### config.mk
export PLATFORM = sky130hd
export DESIGN_NAME = gtc_timer
export DESIGN_NICKNAME = d
export VERILOG_FILES = /design/src/design/gtc_pkg.sv /design/src/design/gtc_timer.sv
export VERILOG_INCLUDE_DIRS = /design/src /design/src/design
export SDC_FILE = /design/constraint.sdc
export NUM_CORES = 1
export LEC_CHECK = 0
export BUFFER_PORTS_ARGS = -buffer_cell sky130_fd_sc_hd__buf_2
export CORE_ASPECT_RATIO = 0.6
export CORE_MARGIN = 2
export CORE_UTILIZATION = 51
export DETAILED_ROUTE_END_ITERATION = 8
export MAX_ROUTING_LAYER = met4
export PLACE_DENSITY = 0.82
export SLEW_MARGIN = 20
export SYNTH_ARGS = -nofsm -noshare
export SYNTH_HDL_FRONTEND = slang
export SYNTH_SLANG_ARGS = --single-unit
export TNS_END_PERCENT = 20
### constraint.sdc
create_clock -name sys_clk -period 2.6 [get_ports sys_clk]
set_clock_uncertainty 0.15 [all_clocks]
set_input_delay 0.26 -clock sys_clk [delete_from_list [all_inputs] [get_ports sys_clk]]
set_output_delay 0.26 -clock sys_clk [all_outputs]
set_load 0.01 [all_outputs]
### src/design/gtc_cfg.svh
`ifndef GTC_CFG_SVH
`define GTC_CFG_SVH
// ----------------------------------------
// widths and encodings
// ----------------------------------------
`define GTC_CNT_W 16
`define GTC_BYTE_W 8
`define GTC_CNT_ZERO 16'h0000
`define GTC_CNT_MAX 16'hFFFF
`define GTC_T0_MAX 8'hFF
`define GTC_T0_ZERO 8'h00
`define GTC_SRC_PIN 2'h0
`define GTC_SRC_T0 2'h1
`define GTC_SRC_CMP1 2'h2
`define GTC_SRC_CMP2 2'h3
`define GTC_N_CMP 2
`endif

### src/design/gtc_pkg.sv
package gtc_pkg;
  // single-pulse acquisition phases
  typedef enum logic [1:0] {
    GTC_SP_IDLE,
    GTC_SP_ARMED,
    GTC_SP_ACTIVE
  } gtc_sp_t;
endpackage : gtc_pkg

### src/design/gtc_timer.sv
`timescale 1ns/10ps
`include "gtc_cfg.svh"
// How it works
// - counter sampled into output flops every cycle, reads always coherent.
// - gate enable makes the gate govern counting; polarity picks active level.
// - outside toggle mode, gated count increments only while gate level equals the polarity bit.
// - two-bit select picks pin, timer0 overflow, comparator one or two.
// - timer0 wrap from FFh to 00h gives a one-cycle gate pulse.
// - each comparator gate source may be re-timed to the timer clock or used after its two sync flops.
// - toggle mode flips a flop per rising gate edge; clear holds it clear.
// - go flag armed after single-pulse set; counting starts at next rising edge.
// - trailing edge clears go flag and blocks further gate counting.
// - toggle and single-pulse combine so a full gate period is counted.
// - gate level status always visible, even with gating disabled.
// - falling gate level sets the gate-event flag; enable requests interrupt.
// - counter wraps FFFFh to 0000h and sets the overflow flag.
// - overflow interrupt needs timer on and all three enables.
// - in sleep only unsynchronised external counting runs; overflow wakes.
// - crystal oscillator enable stays honoured during sleep.
// - counter copied to capture pair on capture; compare match flagged.
// - compare trigger clears counter without setting overflow flag.
// - software count write wins over a trigger clear in the same cycle.
// - timer off stops counting and clears the toggle flop.
module gtc_timer #(
  parameter int CNT_W = `GTC_CNT_W
) (
  input wire logic sys_clk,
  input wire logic rst_n,
  input wire logic timer_clock,
  input wire logic gating_pin,
  input wire logic [`GTC_BYTE_W-1:0] eight_bit_timer_count,
  input wire logic comparator_one_out,
  input wire logic comparator_two_out,
  input wire logic cmp_one_sync_enable,
  input wire logic cmp_two_sync_enable,
  input wire logic timer_on_control,
  input wire logic gating_enable,
  input wire logic gating_polarity,
  input wire logic gating_toggle_mode,
  input wire logic gating_single_pulse_mode,
  input wire logic [1:0] gating_source_select,
  input wire logic sync_disable_control,
  input wire logic clock_source_external,
  input wire logic crystal_osc_enable,
  input wire logic sleep_mode,
  input wire logic go_set,
  input wire logic go_clear,
  input wire logic count_low_byte_we,
  input wire logic count_high_byte_we,
  input wire logic [`GTC_BYTE_W-1:0] count_wdata,
  input wire logic gating_event_irq_enable,
  input wire logic gating_event_flag_clear,
  input wire logic overflow_irq_enable,
  input wire logic overflow_flag_clear,
  input wire logic peripheral_irq_enable,
  input wire logic global_irq_enable,
  input wire logic capture_event,
  input wire logic auto_conv_trigger,
  input wire logic [CNT_W-1:0] compare_value,
  output logic [`GTC_BYTE_W-1:0] count_low_byte,
  output logic [`GTC_BYTE_W-1:0] count_high_byte,
  output logic [`GTC_BYTE_W-1:0] capture_compare_low,
  output logic [`GTC_BYTE_W-1:0] capture_compare_high,
  output logic compare_match,
  output logic acquisition_go_flag,
  output logic gating_level_status,
  output logic gating_event_flag,
  output logic overflow_flag,
  output logic gating_event_irq,
  output logic overflow_irq,
  output logic wake_request,
  output logic crystal_osc_run
);

  // ----------------------------------------
  // input synchronisers
  // ----------------------------------------
  logic [1:0] tclk_sync_reg;
  logic [1:0] pin_sync_reg;
  logic tclk_prev_reg;
  logic [`GTC_BYTE_W-1:0] t0_prev_reg;
  logic t0_pulse_reg;

  // timer clock and gate pin each pass two flops; timer0 count is not synchronised
  always_ff @(posedge sys_clk) begin
    if (!rst_n) begin
      tclk_sync_reg <= 2'h0;
      pin_sync_reg <= 2'h0;
    end else begin
      tclk_sync_reg <= {tclk_sync_reg[0], timer_clock};
      pin_sync_reg <= {pin_sync_reg[0], gating_pin};
    end
  end

  // ----------------------------------------
  // gate source selection
  // ----------------------------------------
  logic tclk_rise;
  logic t0_wrap;
  logic comparator_one_gate;
  logic comparator_two_gate;
  logic sel_pin;
  logic sel_t0;
  logic sel_cmp1;
  logic sel_cmp2;
  logic gate_src;

  // rising edge of the synchronised timer clock, one cycle wide
  assign tclk_rise = tclk_sync_reg[1] & ~tclk_prev_reg;
  // wrap seen when the last timer0 value was the top and now is zero
  assign t0_wrap = (t0_prev_reg == `GTC_T0_MAX) && (eight_bit_timer_count == `GTC_T0_ZERO);

  // one-hot decode of the source select field
  assign sel_pin = (gating_source_select == `GTC_SRC_PIN);
  assign sel_t0 = (gating_source_select == `GTC_SRC_T0);
  assign sel_cmp1 = (gating_source_select == `GTC_SRC_CMP1);
  assign sel_cmp2 = (gating_source_select == `GTC_SRC_CMP2);

  // exactly one term is live for any select value
  assign gate_src = (sel_pin & pin_sync_reg[1]) |
                    (sel_t0 & t0_pulse_reg) |
                    (sel_cmp1 & comparator_one_gate) |
                    (sel_cmp2 & comparator_two_gate);

  // timer clock edge and timer0 wrap pulse
  always_ff @(posedge sys_clk) begin
    if (!rst_n) begin
      tclk_prev_reg <= 1'h0;
      t0_prev_reg <= `GTC_T0_ZERO;
      t0_pulse_reg <= 1'h0;
    end else begin
      tclk_prev_reg <= tclk_sync_reg[1];
      t0_prev_reg <= eight_bit_timer_count;
      t0_pulse_reg <= t0_wrap;
    end
  end

  // ----------------------------------------
  // comparator gate paths
  // ----------------------------------------
  logic [`GTC_N_CMP-1:0] cmp_raw;
  logic [`GTC_N_CMP-1:0] cmp_sync_en;
  logic [`GTC_N_CMP-1:0] cmp_gate;

  // comparator levels and their sync options as vectors
  assign cmp_raw = {comparator_two_out, comparator_one_out};
  assign cmp_sync_en = {cmp_two_sync_enable, cmp_one_sync_enable};

  // one path per comparator
  for (genvar i = 0; i < `GTC_N_CMP; i++) begin : g_cmp
    logic [1:0] meta_reg;
    logic tsync_reg;
    logic raw_gate;

    // level after the two sync flops
    assign raw_gate = meta_reg[1];
    // re-timed copy only moves on a timer clock edge
    assign cmp_gate[i] = cmp_sync_en[i] ? tsync_reg : raw_gate;

    // two sync flops, then timer clock re-timing
    always_ff @(posedge sys_clk) begin
      if (!rst_n) begin
        meta_reg <= 2'h0;
        tsync_reg <= 1'h0;
      end else begin
        meta_reg <= {meta_reg[0], cmp_raw[i]};
        if (tclk_rise) begin
          tsync_reg <= raw_gate;
        end
      end
    end
  end

  // named gate levels for the source mux
  assign comparator_one_gate = cmp_gate[0];
  assign comparator_two_gate = cmp_gate[1];

  // ----------------------------------------
  // polarity, toggle and single pulse
  // ----------------------------------------
  logic src_pol;
  logic src_pol_prev_reg;
  logic src_rise;
  logic toggle_reg;
  logic toggle_next;
  logic gate_lvl;
  logic gate_lvl_prev_reg;
  logic gate_fall;
  gtc_pkg::gtc_sp_t sp_reg;
  gtc_pkg::gtc_sp_t sp_next;
  logic sp_done;
  logic gate_open;

  assign src_pol = ~(gate_src ^ gating_polarity);
  assign src_rise = src_pol & ~src_pol_prev_reg;
  // toggle flop cleared while mode off or timer off
  assign toggle_next = (!gating_toggle_mode || !timer_on_control) ? 1'h0 :
                       src_rise ? ~toggle_reg : toggle_reg;
  // toggle output replaces the source so a full period is one level
  assign gate_lvl = gating_toggle_mode ? toggle_reg : src_pol;
  // a falling gate level ends a gate event
  assign gate_fall = gate_lvl_prev_reg & ~gate_lvl;
  assign gating_level_status = gate_lvl;
  assign sp_done = (sp_reg == gtc_pkg::GTC_SP_ACTIVE) && gate_fall;
  assign gate_open = !gating_single_pulse_mode ? gate_lvl :
                     (sp_reg == gtc_pkg::GTC_SP_ACTIVE) && gate_lvl;

  // single-pulse sequencing
  always_comb begin
    sp_next = sp_reg;
    case (sp_reg)
      gtc_pkg::GTC_SP_IDLE: begin
        if (go_set && gating_single_pulse_mode) begin
          sp_next = gtc_pkg::GTC_SP_ARMED;
        end
      end
      gtc_pkg::GTC_SP_ARMED: begin
        if (go_clear) begin
          sp_next = gtc_pkg::GTC_SP_IDLE;
        end else if (gate_lvl && !gate_lvl_prev_reg) begin
          sp_next = gtc_pkg::GTC_SP_ACTIVE;
        end
      end
      gtc_pkg::GTC_SP_ACTIVE: begin
        if (sp_done || go_clear) begin
          sp_next = gtc_pkg::GTC_SP_IDLE;
        end
      end
      default: begin
        sp_next = gtc_pkg::GTC_SP_IDLE;
      end
    endcase
  end

  // go flag reads high while armed or counting
  assign acquisition_go_flag = (sp_reg != gtc_pkg::GTC_SP_IDLE);

  // gate state registers
  always_ff @(posedge sys_clk) begin
    if (!rst_n) begin
      src_pol_prev_reg <= 1'h0;
      toggle_reg <= 1'h0;
      gate_lvl_prev_reg <= 1'h0;
      sp_reg <= gtc_pkg::GTC_SP_IDLE;
    end else begin
      src_pol_prev_reg <= src_pol;
      toggle_reg <= toggle_next;
      gate_lvl_prev_reg <= gate_lvl;
      sp_reg <= sp_next;
    end
  end

  // ----------------------------------------
  // counter
  // ----------------------------------------
  logic [CNT_W-1:0] count_reg;
  logic [CNT_W-1:0] count_next;
  logic [CNT_W-1:0] capture_reg;
  logic asleep_block;
  logic count_en;
  logic incr;
  logic wrap;
  logic cpu_write;

  // sleep leaves only unsynchronised external counting alive
  assign asleep_block = sleep_mode && !(sync_disable_control && clock_source_external);
  // gate only matters while gating is enabled
  assign count_en = timer_on_control && !asleep_block && (!gating_enable || gate_open);
  assign incr = count_en && tclk_rise;
  // overflow only on a real increment from the top
  assign wrap = incr && (count_reg == `GTC_CNT_MAX);
  // either byte strobe counts as a software write
  assign cpu_write = count_low_byte_we || count_high_byte_we;

  // write beats trigger, trigger beats increment
  always_comb begin
    count_next = count_reg;
    if (cpu_write) begin
      if (count_low_byte_we) begin
        count_next[`GTC_BYTE_W-1:0] = count_wdata;
      end
      if (count_high_byte_we) begin
        count_next[CNT_W-1:`GTC_BYTE_W] = count_wdata;
      end
    end else if (auto_conv_trigger) begin
      count_next = `GTC_CNT_ZERO;
    end else if (incr) begin
      count_next = count_reg + 1'b1;
    end
  end

  // live compare against the counter, not the read-back copy
  assign compare_match = (count_reg == compare_value);

  // count, capture and read-back flops
  always_ff @(posedge sys_clk) begin
    if (!rst_n) begin
      count_reg <= `GTC_CNT_ZERO;
      capture_reg <= `GTC_CNT_ZERO;
      count_low_byte <= `GTC_T0_ZERO;
      count_high_byte <= `GTC_T0_ZERO;
    end else begin
      count_reg <= count_next;
      if (capture_event) begin
        capture_reg <= count_reg;
      end
      count_low_byte <= count_reg[`GTC_BYTE_W-1:0];
      count_high_byte <= count_reg[CNT_W-1:`GTC_BYTE_W];
    end
  end

  // capture pair read straight from its register
  assign capture_compare_low = capture_reg[`GTC_BYTE_W-1:0];
  assign capture_compare_high = capture_reg[CNT_W-1:`GTC_BYTE_W];

  // ----------------------------------------
  // flags and requests
  // ----------------------------------------
  // set beats clear on both flags
  always_ff @(posedge sys_clk) begin
    if (!rst_n) begin
      gating_event_flag <= 1'h0;
      overflow_flag <= 1'h0;
    end else begin
      gating_event_flag <= gate_fall | (gating_event_flag & ~gating_event_flag_clear);
      overflow_flag <= (wrap && !cpu_write && !auto_conv_trigger) |
                       (overflow_flag & ~overflow_flag_clear);
    end
  end

  // gate event request follows the flag and the enable chain
  assign gating_event_irq = gating_event_flag && gating_event_irq_enable &&
                            peripheral_irq_enable && global_irq_enable;
  // overflow request needs the timer on as well
  assign overflow_irq = overflow_flag && overflow_irq_enable && timer_on_control &&
                        peripheral_irq_enable && global_irq_enable;
  // wake needs no global enable; the core decides on service entry
  assign wake_request = sleep_mode && overflow_flag && overflow_irq_enable &&
                        timer_on_control && peripheral_irq_enable;
  // oscillator left alone by sleep and by the sync control
  assign crystal_osc_run = crystal_osc_enable;

endmodule : gtc_timer

Yosys cells after proc, flatten, opt, wreduce, memory -nomap -nowiden. Index checks and enable logic that the tools add are counted.

Word-level logic and storage cells: 116. Output and inout bits: 41. Flip-flop bits (word level): 75. Input bits: 63.

Eq/ne operators: 13. Bitwise logic cells: 23. Reductions and logical operators: 45. $add $sub $neg: 1. Muxes and demuxes: 14.

Operators with widths (count): 16-bit two-way mux (3); 1-bit logical AND (24); 16-bit by 1-bit adder with 16-bit output, second input constant (1); 16-bit equality test (1); 16-bit equality test, second input constant (1); 8-bit two-way mux (2); 1-bit AND (9); 8-bit equality test, second input constant (1); 1-bit logical NOT (8); 8-bit logical NOT (1); 2-bit two-way mux (4); 1-bit inverter (8); 2-bit equality test, second input constant (3); 2-bit != test, second input constant (3); 2-bit case mux with 3 select lines (1); 1-bit bitwise OR (5); 2-bit by 1-bit equality test with 1-bit output, second input constant (2); 2-bit logical NOT (2); 1-bit logical OR (4); 1-bit two-way mux (4); 2-bit AND reduction (2); 3-bit != test, second input constant (1); 3-bit AND reduction (1); 3-bit nonzero test (1); 4 further kinds (4).

Longest topological paths before layout. Gate-level depths: netlist of run 1.

Depth in word-level cells: 17. Depth in mapped cells: 8. Depth with buffers taken out: 8.

Worst setup path after synthesis of run 1. No wires, ideal clock.

Path type: input port to flip-flop. Start point: input port cmp_two_sync_enable. End point: register count_reg[12]. Data required time: 2.334 ns. Arrival: 1.895 ns. Setup slack: 0.438 ns. Path buffers: 1. Library setup time: 0.116 ns. Cell stages on the path: 8. Path through: mux2i_1 > mux2_2 > a311oi_2 > o2111ai_4 > a2bb2oi_2 > buf_4 > nor2_1 > a31o_2.

Word-level cells in the longest chain between the ends: 13.

RTL lines: start: declaration (line gtc_timer.sv:35) `input wire logic cmp_two_sync_enable,`; 1-bit two-way mux * (line gtc_timer.sv:158) `assign cmp_gate[i] = cmp_sync_en[i] ? tsync_reg : raw_gate;`; 1-bit AND * (line gtc_timer.sv:123) `(sel_cmp2 & comparator_two_gate);`; 1-bit bitwise OR * (line gtc_timer.sv:122) `(sel_cmp1 & comparator_one_gate) |`; 1-bit XOR * (line gtc_timer.sv:194) `assign src_pol = ~(gate_src ^ gating_polarity);`; 1-bit inverter * (line gtc_timer.sv:194); 1-bit two-way mux * (line gtc_timer.sv:200) `assign gate_lvl = gating_toggle_mode ? toggle_reg : src_pol;`; 1-bit logical AND (line gtc_timer.sv:206) `(sp_reg == gtc_pkg::GTC_SP_ACTIVE) && gate_lvl;`; 1-bit two-way mux * (line gtc_timer.sv:205) `assign gate_open = !gating_single_pulse_mode ? gate_lvl :`; 1-bit logical OR * (line gtc_timer.sv:268) `assign count_en = timer_on_control && !asleep_block && (!gating_enable || gate_open);`; 1-bit logical AND * (line gtc_timer.sv:268); 1-bit logical AND * (line gtc_timer.sv:269) `assign incr = count_en && tclk_rise;`; 3-bit nonzero test (no line) *; 2-bit AND reduction (no line) *; end signal: assignment (line gtc_timer.sv:298) `` count_reg <= `GTC_CNT_ZERO; ``; end signal: assignment (line gtc_timer.sv:303) `count_reg <= count_next;`; end: declaration (line gtc_timer.sv:256) `logic [CNT_W-1:0] count_reg;`.

Mark *: on every way between the ends. The rest lies on a longest branch, timed or not. A chain may end at the register's enable or synchronous reset.

Worst setup path in the final report of run 1.
Start point: input port eight_bit_timer_count[3]. End point: register t0_pulse_reg.

Word-level cells in the longest chain between the ends: 2.

RTL lines: start: declaration (line gtc_timer.sv:31) `` input wire logic [`GTC_BYTE_W-1:0] eight_bit_timer_count, ``; 8-bit logical NOT (no line); 1-bit logical AND (line gtc_timer.sv:111) `` assign t0_wrap = (t0_prev_reg == `GTC_T0_MAX) && (eight_bit_timer_count == `GTC_T0_ZERO); ``; end signal: assignment (line gtc_timer.sv:134) `t0_pulse_reg <= t0_wrap;`; end: declaration (line gtc_timer.sv:82) `logic t0_pulse_reg;`.

No other way between the ends.

==> results of run 1 <==
==> metrics by stage <==
step	std cells	setup WS, ns
floorplan	360	0.438
global placement	534	0.215
detailed placement	534	0.102
CTS	563	0.162
global route	563	0.00583
finish	563	0.134
==> cells by family after synthesis <==
family,count (synthesis)
adders and majority gates,1
and+or+nand+nor,145
AOI/OAI and AO/OA,53
xor gates and xnor gates,24
DFF,75
muxes,25
buffers and inverters,37
==> timing repair <==
action / CTS / global route
endpoints found under the hold margin: 13 / 0
endpoints found under the setup margin: 0 / 2
gates resized for setup: 0 / 2
setup buffers: 0 / 0
hold buffers: 13 / 0
==> critical path, stage by stage <==
cell and delay (ns):
dlygate4sd3_1 0.54, buf_2 0.13, or4_1 0.50, or4_1 0.42, nor4_2 0.17, dlygate4sd3_1 0.59
==> cells in the final DEF, fill, tap and decap left out, drive strengths merged, types with 13 or more instances in the layout <==
cell / synthesis / routed
buf: 5 / 113
a21oi: 13 / 13
inv: 14 / 17
dlygate4sd3: 0 / 13
and2: 27 / 27
dfxtp: 75 / 75
nor2: 37 / 37
xnor2: 21 / 21
mux2i: 24 / 24
nand2: 24 / 24
nand3: 14 / 14
==> worst max path at each step <==
stage,start,endpoint,depth (start not counted)
global placement,cmp_two_sync_enable,count_reg[12],8
floorplan,cmp_two_sync_enable,count_reg[12],8
global route,eight_bit_timer_count[0],t0_pulse_reg,6
finish,eight_bit_timer_count[3],t0_pulse_reg,6
detailed placement,cmp_two_sync_enable,count_reg[13],8
CTS,eight_bit_timer_count[0],t0_pulse_reg,6
==> where the power goes <==
part | internal, mW | leakage (nW) | switching, mW
Combinational | 0.165 | 1.16 | 0.181
Clock | 0.480 | 0.108 | 0.455
Sequential | 1.20 | 0.615 | 0.0416
Total | 1.85 | 1.88 | 0.678
==> area by class of cell <==
cell class	count	share of cell area [%]
Clock buffer	10	3.26
Tap cell	84	2.49
Timing Repair Buffer	126	17.2
Inverter	14	1.24
Sequential cell	75	35.5
Multi-Input combinational cell	248	38.7
Clock inverter	6	1.66
==> per-layer routing <==
metal | vias up | global-route usage [%] | wire, µm
li1 | 1466 | - | -
met1 | 1402 | 35.6 | 4090
met2 | 165 | 38.9 | 3810
met3 | 18 | 6.70 | 802
met4 | 0 | 8.44 | 134
met5 | - | - | 0
==> impl_metrics.yaml, run 1 <==
outcome:
  status: "complete, no violations"
drt:
  drc_errors: 0
  antenna_left: 0
  drtIter0Drc: 188
  wire_per_inst_um: 15.7
  drt_pass1_iterations: 7
  via_count: 3051
  viasPerCell: 5.42
  routed_wl_um: 8830
synthesis:
  synthMuxAreaShare_pct: 7.82
  synth_cells: 360
  ys_ff_latch: 75
  yosysWarnings: 0
  synth.most_common_cell: "dfxtp_1"
  seq_area_frac_synth_pct: 46.0
  yosysTopAreaCell: "dfxtp_1"
  synth_fa_ha_area_share_pct: 0.383
  synth_top_family_by_area: "simple AND/OR/NAND/NOR gates"
  synthSimpleGateAreaFrac_pct: 22.7
  synth_area_leaders: "dfxtp_1, mux2i_1, xnor2_1, and2_1, nor2_1"
  synthArstFlopShare_pct: 0
  yosysTopAreaCellShare_pct: 46.0
  avgSynthCellArea_um2: 9.07
  synth_xor_area_share_pct: 6.44
  synth_commonest_cells: "dfxtp_1, nor2_1, and2_1, nand2_1, mux2i_1"
  synth.distinct_cells: 51
  synth-compound-area-share_pct: 12.1
  synth_edf_count: 0
  synth_ff_type: "dfxtp_1"
  synth_fp_nets: 424
  syn_area_mm2: 0.00327
global_routing:
  antenna_found_initial: 0
  grt_pass1_wl_um: 13700
  grt_pass1_vias: 2868
  grt_max_degree: 35
  track_usage_pct: 26.4
  grt-ovfl-total: 0
clock_tree:
  clock_sinks: 75
  cts_buffers: 9
  cts_max_level: 3
  root_buffer: "clkbuf_8"
  clk_pin_slew_worst_paths_ns: 0.08
  cts_tree: "built"
  clockBufferDepth: 2
  worstSkewPairLatency_ns: 0.35
timing:
  maxSlewViolCount: 0
  fin_crit_ns: 2.47
  fin_setup_tns_ns: 0
  worstMarginPinSlew_ns: 0.555
  setup_viol: 0
  hold_violations: 0
  slew_headroom_pct: 63.0
  period_share_pct: 94.9
  hold-worst-slack_ns: 0.0362
  max_freq_mhz: 405
  grt_setup_unrepaired: "no"
layout:
  n_antenna_cell: 0
  seq_area_mm2: 0.00150
  nFillCells: 511
  stdcell_area_mm2: 0.00423
  layout-drive-gt1-share_pct: 30.3
  final_nets: 538
  syn_to_final_growth_pct: 29.4
  final_util_pct: 68.9
  multi_input_area_mm2: 0.00163
setup_path:
  arrival_ns: 2.61
  cp_data_required_time_ns: 2.75
  criticalPathCategory: "input port to flip-flop"
  cp-start-kind: "input port"
  worstReg2RegEnd: "count_reg[4]"
  rr_startpoint: "g_cmp[1].tsync_reg"
  end_kind: "flip-flop"
  r2r.worst_path.cells: 8
  critical_path.max_fanout: 2
  r2r_setup_slack_ns: 0.15
power:
  p_leak_nw: 1.88
  p_per_area_mw_per_mm2: 598
  fin_total_pwr_mw: 2.53
  ir_drop_mv: 0.428
die:
  die_w_um: 107
  pin_count: 104
  num_rows: 22
  chipHeight_um: 66.0
  core_area_mm2: 0.00614
  start_util_pct: 53.2
  dieArea_mm2: 0.00708
min_path:
  whs_endpoint: "gating_event_flag"
  hold_class: "input port to flip-flop"
  holdPathStages: 3
  min-delay-start: "gating_event_flag_clear"
placement:
  place_congestion: 0.961
  dpl_cell_area_mm2: 0.00387
  place.port_buffers: 101
  place_hpwl_um: 6230
run:
  maxCapViolCount: 0
No activity file was read; power rests on OpenSTA's default activity.
==> run 2: changes to the inputs <==
==> constraint.sdc (replaced) <==
create_clock -name sys_clk -period 2.6 [get_ports sys_clk]
set_clock_uncertainty 0.15 [all_clocks]
set_input_delay 0.13 -clock sys_clk [delete_from_list [all_inputs] [get_ports sys_clk]]
set_output_delay 0.13 -clock sys_clk [all_outputs]
set_load 0.01 [all_outputs]
==> run 2 against run 1 <==
Effect of this change:
- maximum frequency increased by 0.11%
- largest cell class unchanged
- wire length down 0.72%
- via count increased by 1.9%
- setup slack better by 0.0028 ns
- critical endpoint unchanged
==> impl_metrics.yaml, run 2 (synthesis results as in run 1) <==
clock_tree:
  cts_tree: "built"
  clk_pin_slew_worst_paths_ns: 0.08
  cts_max_level: 3
  worstSkewPairLatency_ns: 0.35
  postCtsSetupBuffers: 0
  root_buffer: "clkbuf_8"
  cts_buffers: 9
  clock_sinks: 75
  clockBufferDepth: 2
global_routing:
  grt_pass1_wl_um: 13800
  track_usage_pct: 26.4
  grt_max_degree: 45
  grt_pass1_vias: 2923
  grt-ovfl-total: 0
  antenna_found_initial: 0
die:
  die_w_um: 107
  pin_count: 104
  chipHeight_um: 66.0
  core_area_mm2: 0.00614
  num_rows: 22
  dieArea_mm2: 0.00708
  start_util_pct: 53.2
setup_path:
  end_kind: "flip-flop"
  crit_path_max_incr_delay_ns: 0.63
  cp-start-kind: "input port"
  crit_chain: "dlygate4sd3_1 > buf_2 > or4_1 > or4_1 > nor4_1 > dlygate4sd3_1"
  criticalPathCategory: "input port to flip-flop"
  endpoint: "t0_pulse_reg"
  critical_path.max_fanout: 2
  r2r.worst_path.cells: 7
  arrival_ns: 2.59
  r2r_setup_slack_ns: 0.18
  rr_startpoint: "g_cmp[1].tsync_reg"
  setup.worst_path.start: "eight_bit_timer_count[3]"
  slowest_stage: "dlygate4sd3_1"
  worstReg2RegEnd: "count_reg[14]"
  cp_data_required_time_ns: 2.73
drt:
  routed_wl_um: 8770
  via_count: 3110
  wire_per_inst_um: 15.3
  drc_errors: 0
  viasPerCell: 5.43
  antenna_left: 0
  drt_pass1_iterations: 5
  drtIter0Drc: 286
timing:
  maxSlewViolCount: 0
  period_share_pct: 94.7
  slew_headroom_pct: 64.3
  max_freq_mhz: 406
  grt_setup_unrepaired: "no"
  fin_setup_tns_ns: 0
  hold_violations: 0
  fin_crit_ns: 2.46
  worstMarginPinSlew_ns: 0.535
  setup_viol: 0
min_path:
  hold_class: "input port to flip-flop"
power:
  combPwrFrac_pct: 14.8
  switchingPower_mw: 0.654
  p_per_area_mw_per_mm2: 555
  seqPwrFrac_pct: 52.5
  p_leak_nw: 1.90
  ir_drop_mv: 0.306
  internal-power_mw: 1.73
  swShare_pct: 27.5
  p_clk_share_pct: 32.8
layout:
  syn_to_final_growth_pct: 31.3
  final_nets: 549
  layout_common_cells: "buf_2, dfxtp_1, nor2_1"
  final_common_cell: "buf_2"
  seq_area_mm2: 0.00150
  n_antenna_cell: 0
  nFillCells: 501
  final_util_pct: 69.8
  multi_input_area_mm2: 0.00162
  layout-drive-gt1-share_pct: 28.4
placement:
  place_hpwl_um: 6130
  place.port_buffers: 101
  place_congestion: 0.943
outcome:
  status: "complete, no violations"
run:
  maxCapViolCount: 0
==> run 2: changes by cell type in the layout (fill, tap and decap cells not counted), moves of 2 or more <==
cell and delta:
buf_4 -3, clkinv_4 +2, inv_6 -2, dlygate4sd3_1 +14
==> run 2: critical path: cells and delay by family <==
| family | cells | cell delay, ns |
|---|---|---|
| simple gates | 3 | 1.17 |
| buf+inv | 3 | 1.30 |
==> run 2: how the worst min path moves through the flow <==
stage                             start           endpoint  slack, ns  depth (start not counted)
6_report             gating_toggle_mode  gate_lvl_prev_reg       0.06                          3
5_1_grt               count_low_byte_we       count_reg[7]       0.07                          3
4_1_cts               count_low_byte_we       count_reg[7]       0.03                          3
3_5_place_dp         crystal_osc_enable    crystal_osc_run       0.11                          0
3_3_place_gp         crystal_osc_enable    crystal_osc_run       0.11                          0
2_1_floorplan  eight_bit_timer_count[4]       t0_pulse_reg       0.06                          1
==> run 2: power by group through the flow <==
| stage | Sequential, mW | Combinational (mW) | Clock [mW] |
|---|---|---|---|
| 3_3_place_gp | 1.27 | 0.308 | 0 |
| 5_1_grt | 1.25 | 0.383 | 0.847 |
| 6_report | 1.25 | 0.351 | 0.780 |
| 2_1_floorplan | 1.27 | 0.189 | 0 |
| 4_1_cts | 1.25 | 0.346 | 0.796 |
| 3_5_place_dp | 1.27 | 0.316 | 0 |
==> run 2: area by class of cell <==
cell class / instances / area share (%)
Clock buffer: 10 / 2.98
Clock inverter: 5 / 0.934
Inverter: 14 / 1.23
Multi-Input combinational cell: 248 / 37.7
Sequential cell: 75 / 35.0
Tap cell: 84 / 2.45
Timing Repair Buffer: 137 / 19.7
==> run 2: through the flow <==
stage	setup slack (ns)	total power, mW	instances	area [µm²]	hold slack, ns
after floorplan	0.447	1.46	360	3270	0.0555
after global placement	0.266	1.58	531	3850	0.110
after detailed placement	0.218	1.59	531	3850	0.110
after CTS	0.151	2.39	573	4290	0.0321
after global routing	0.0495	2.48	573	4290	0.0658
final	0.137	2.38	573	4290	0.0580
==> run 2: layer usage <==
| layer | global-route usage (%) | share of wire (%) | vias to the layer above |
|---|---|---|---|
| met5 | - | 0 | - |
| met4 | 6.82 | 0.87 | 0 |
| met3 | 6.70 | 12 | 10 |
| met2 | 40.0 | 43 | 192 |
| met1 | 35.4 | 45 | 1424 |
| li1 | - | - | 1484 |
==> run 2: repair_timing <==
action                                 CTS  global route
hold buffers                            27             0
gates resized for setup                  0             0
endpoints found under the hold margin   30             0
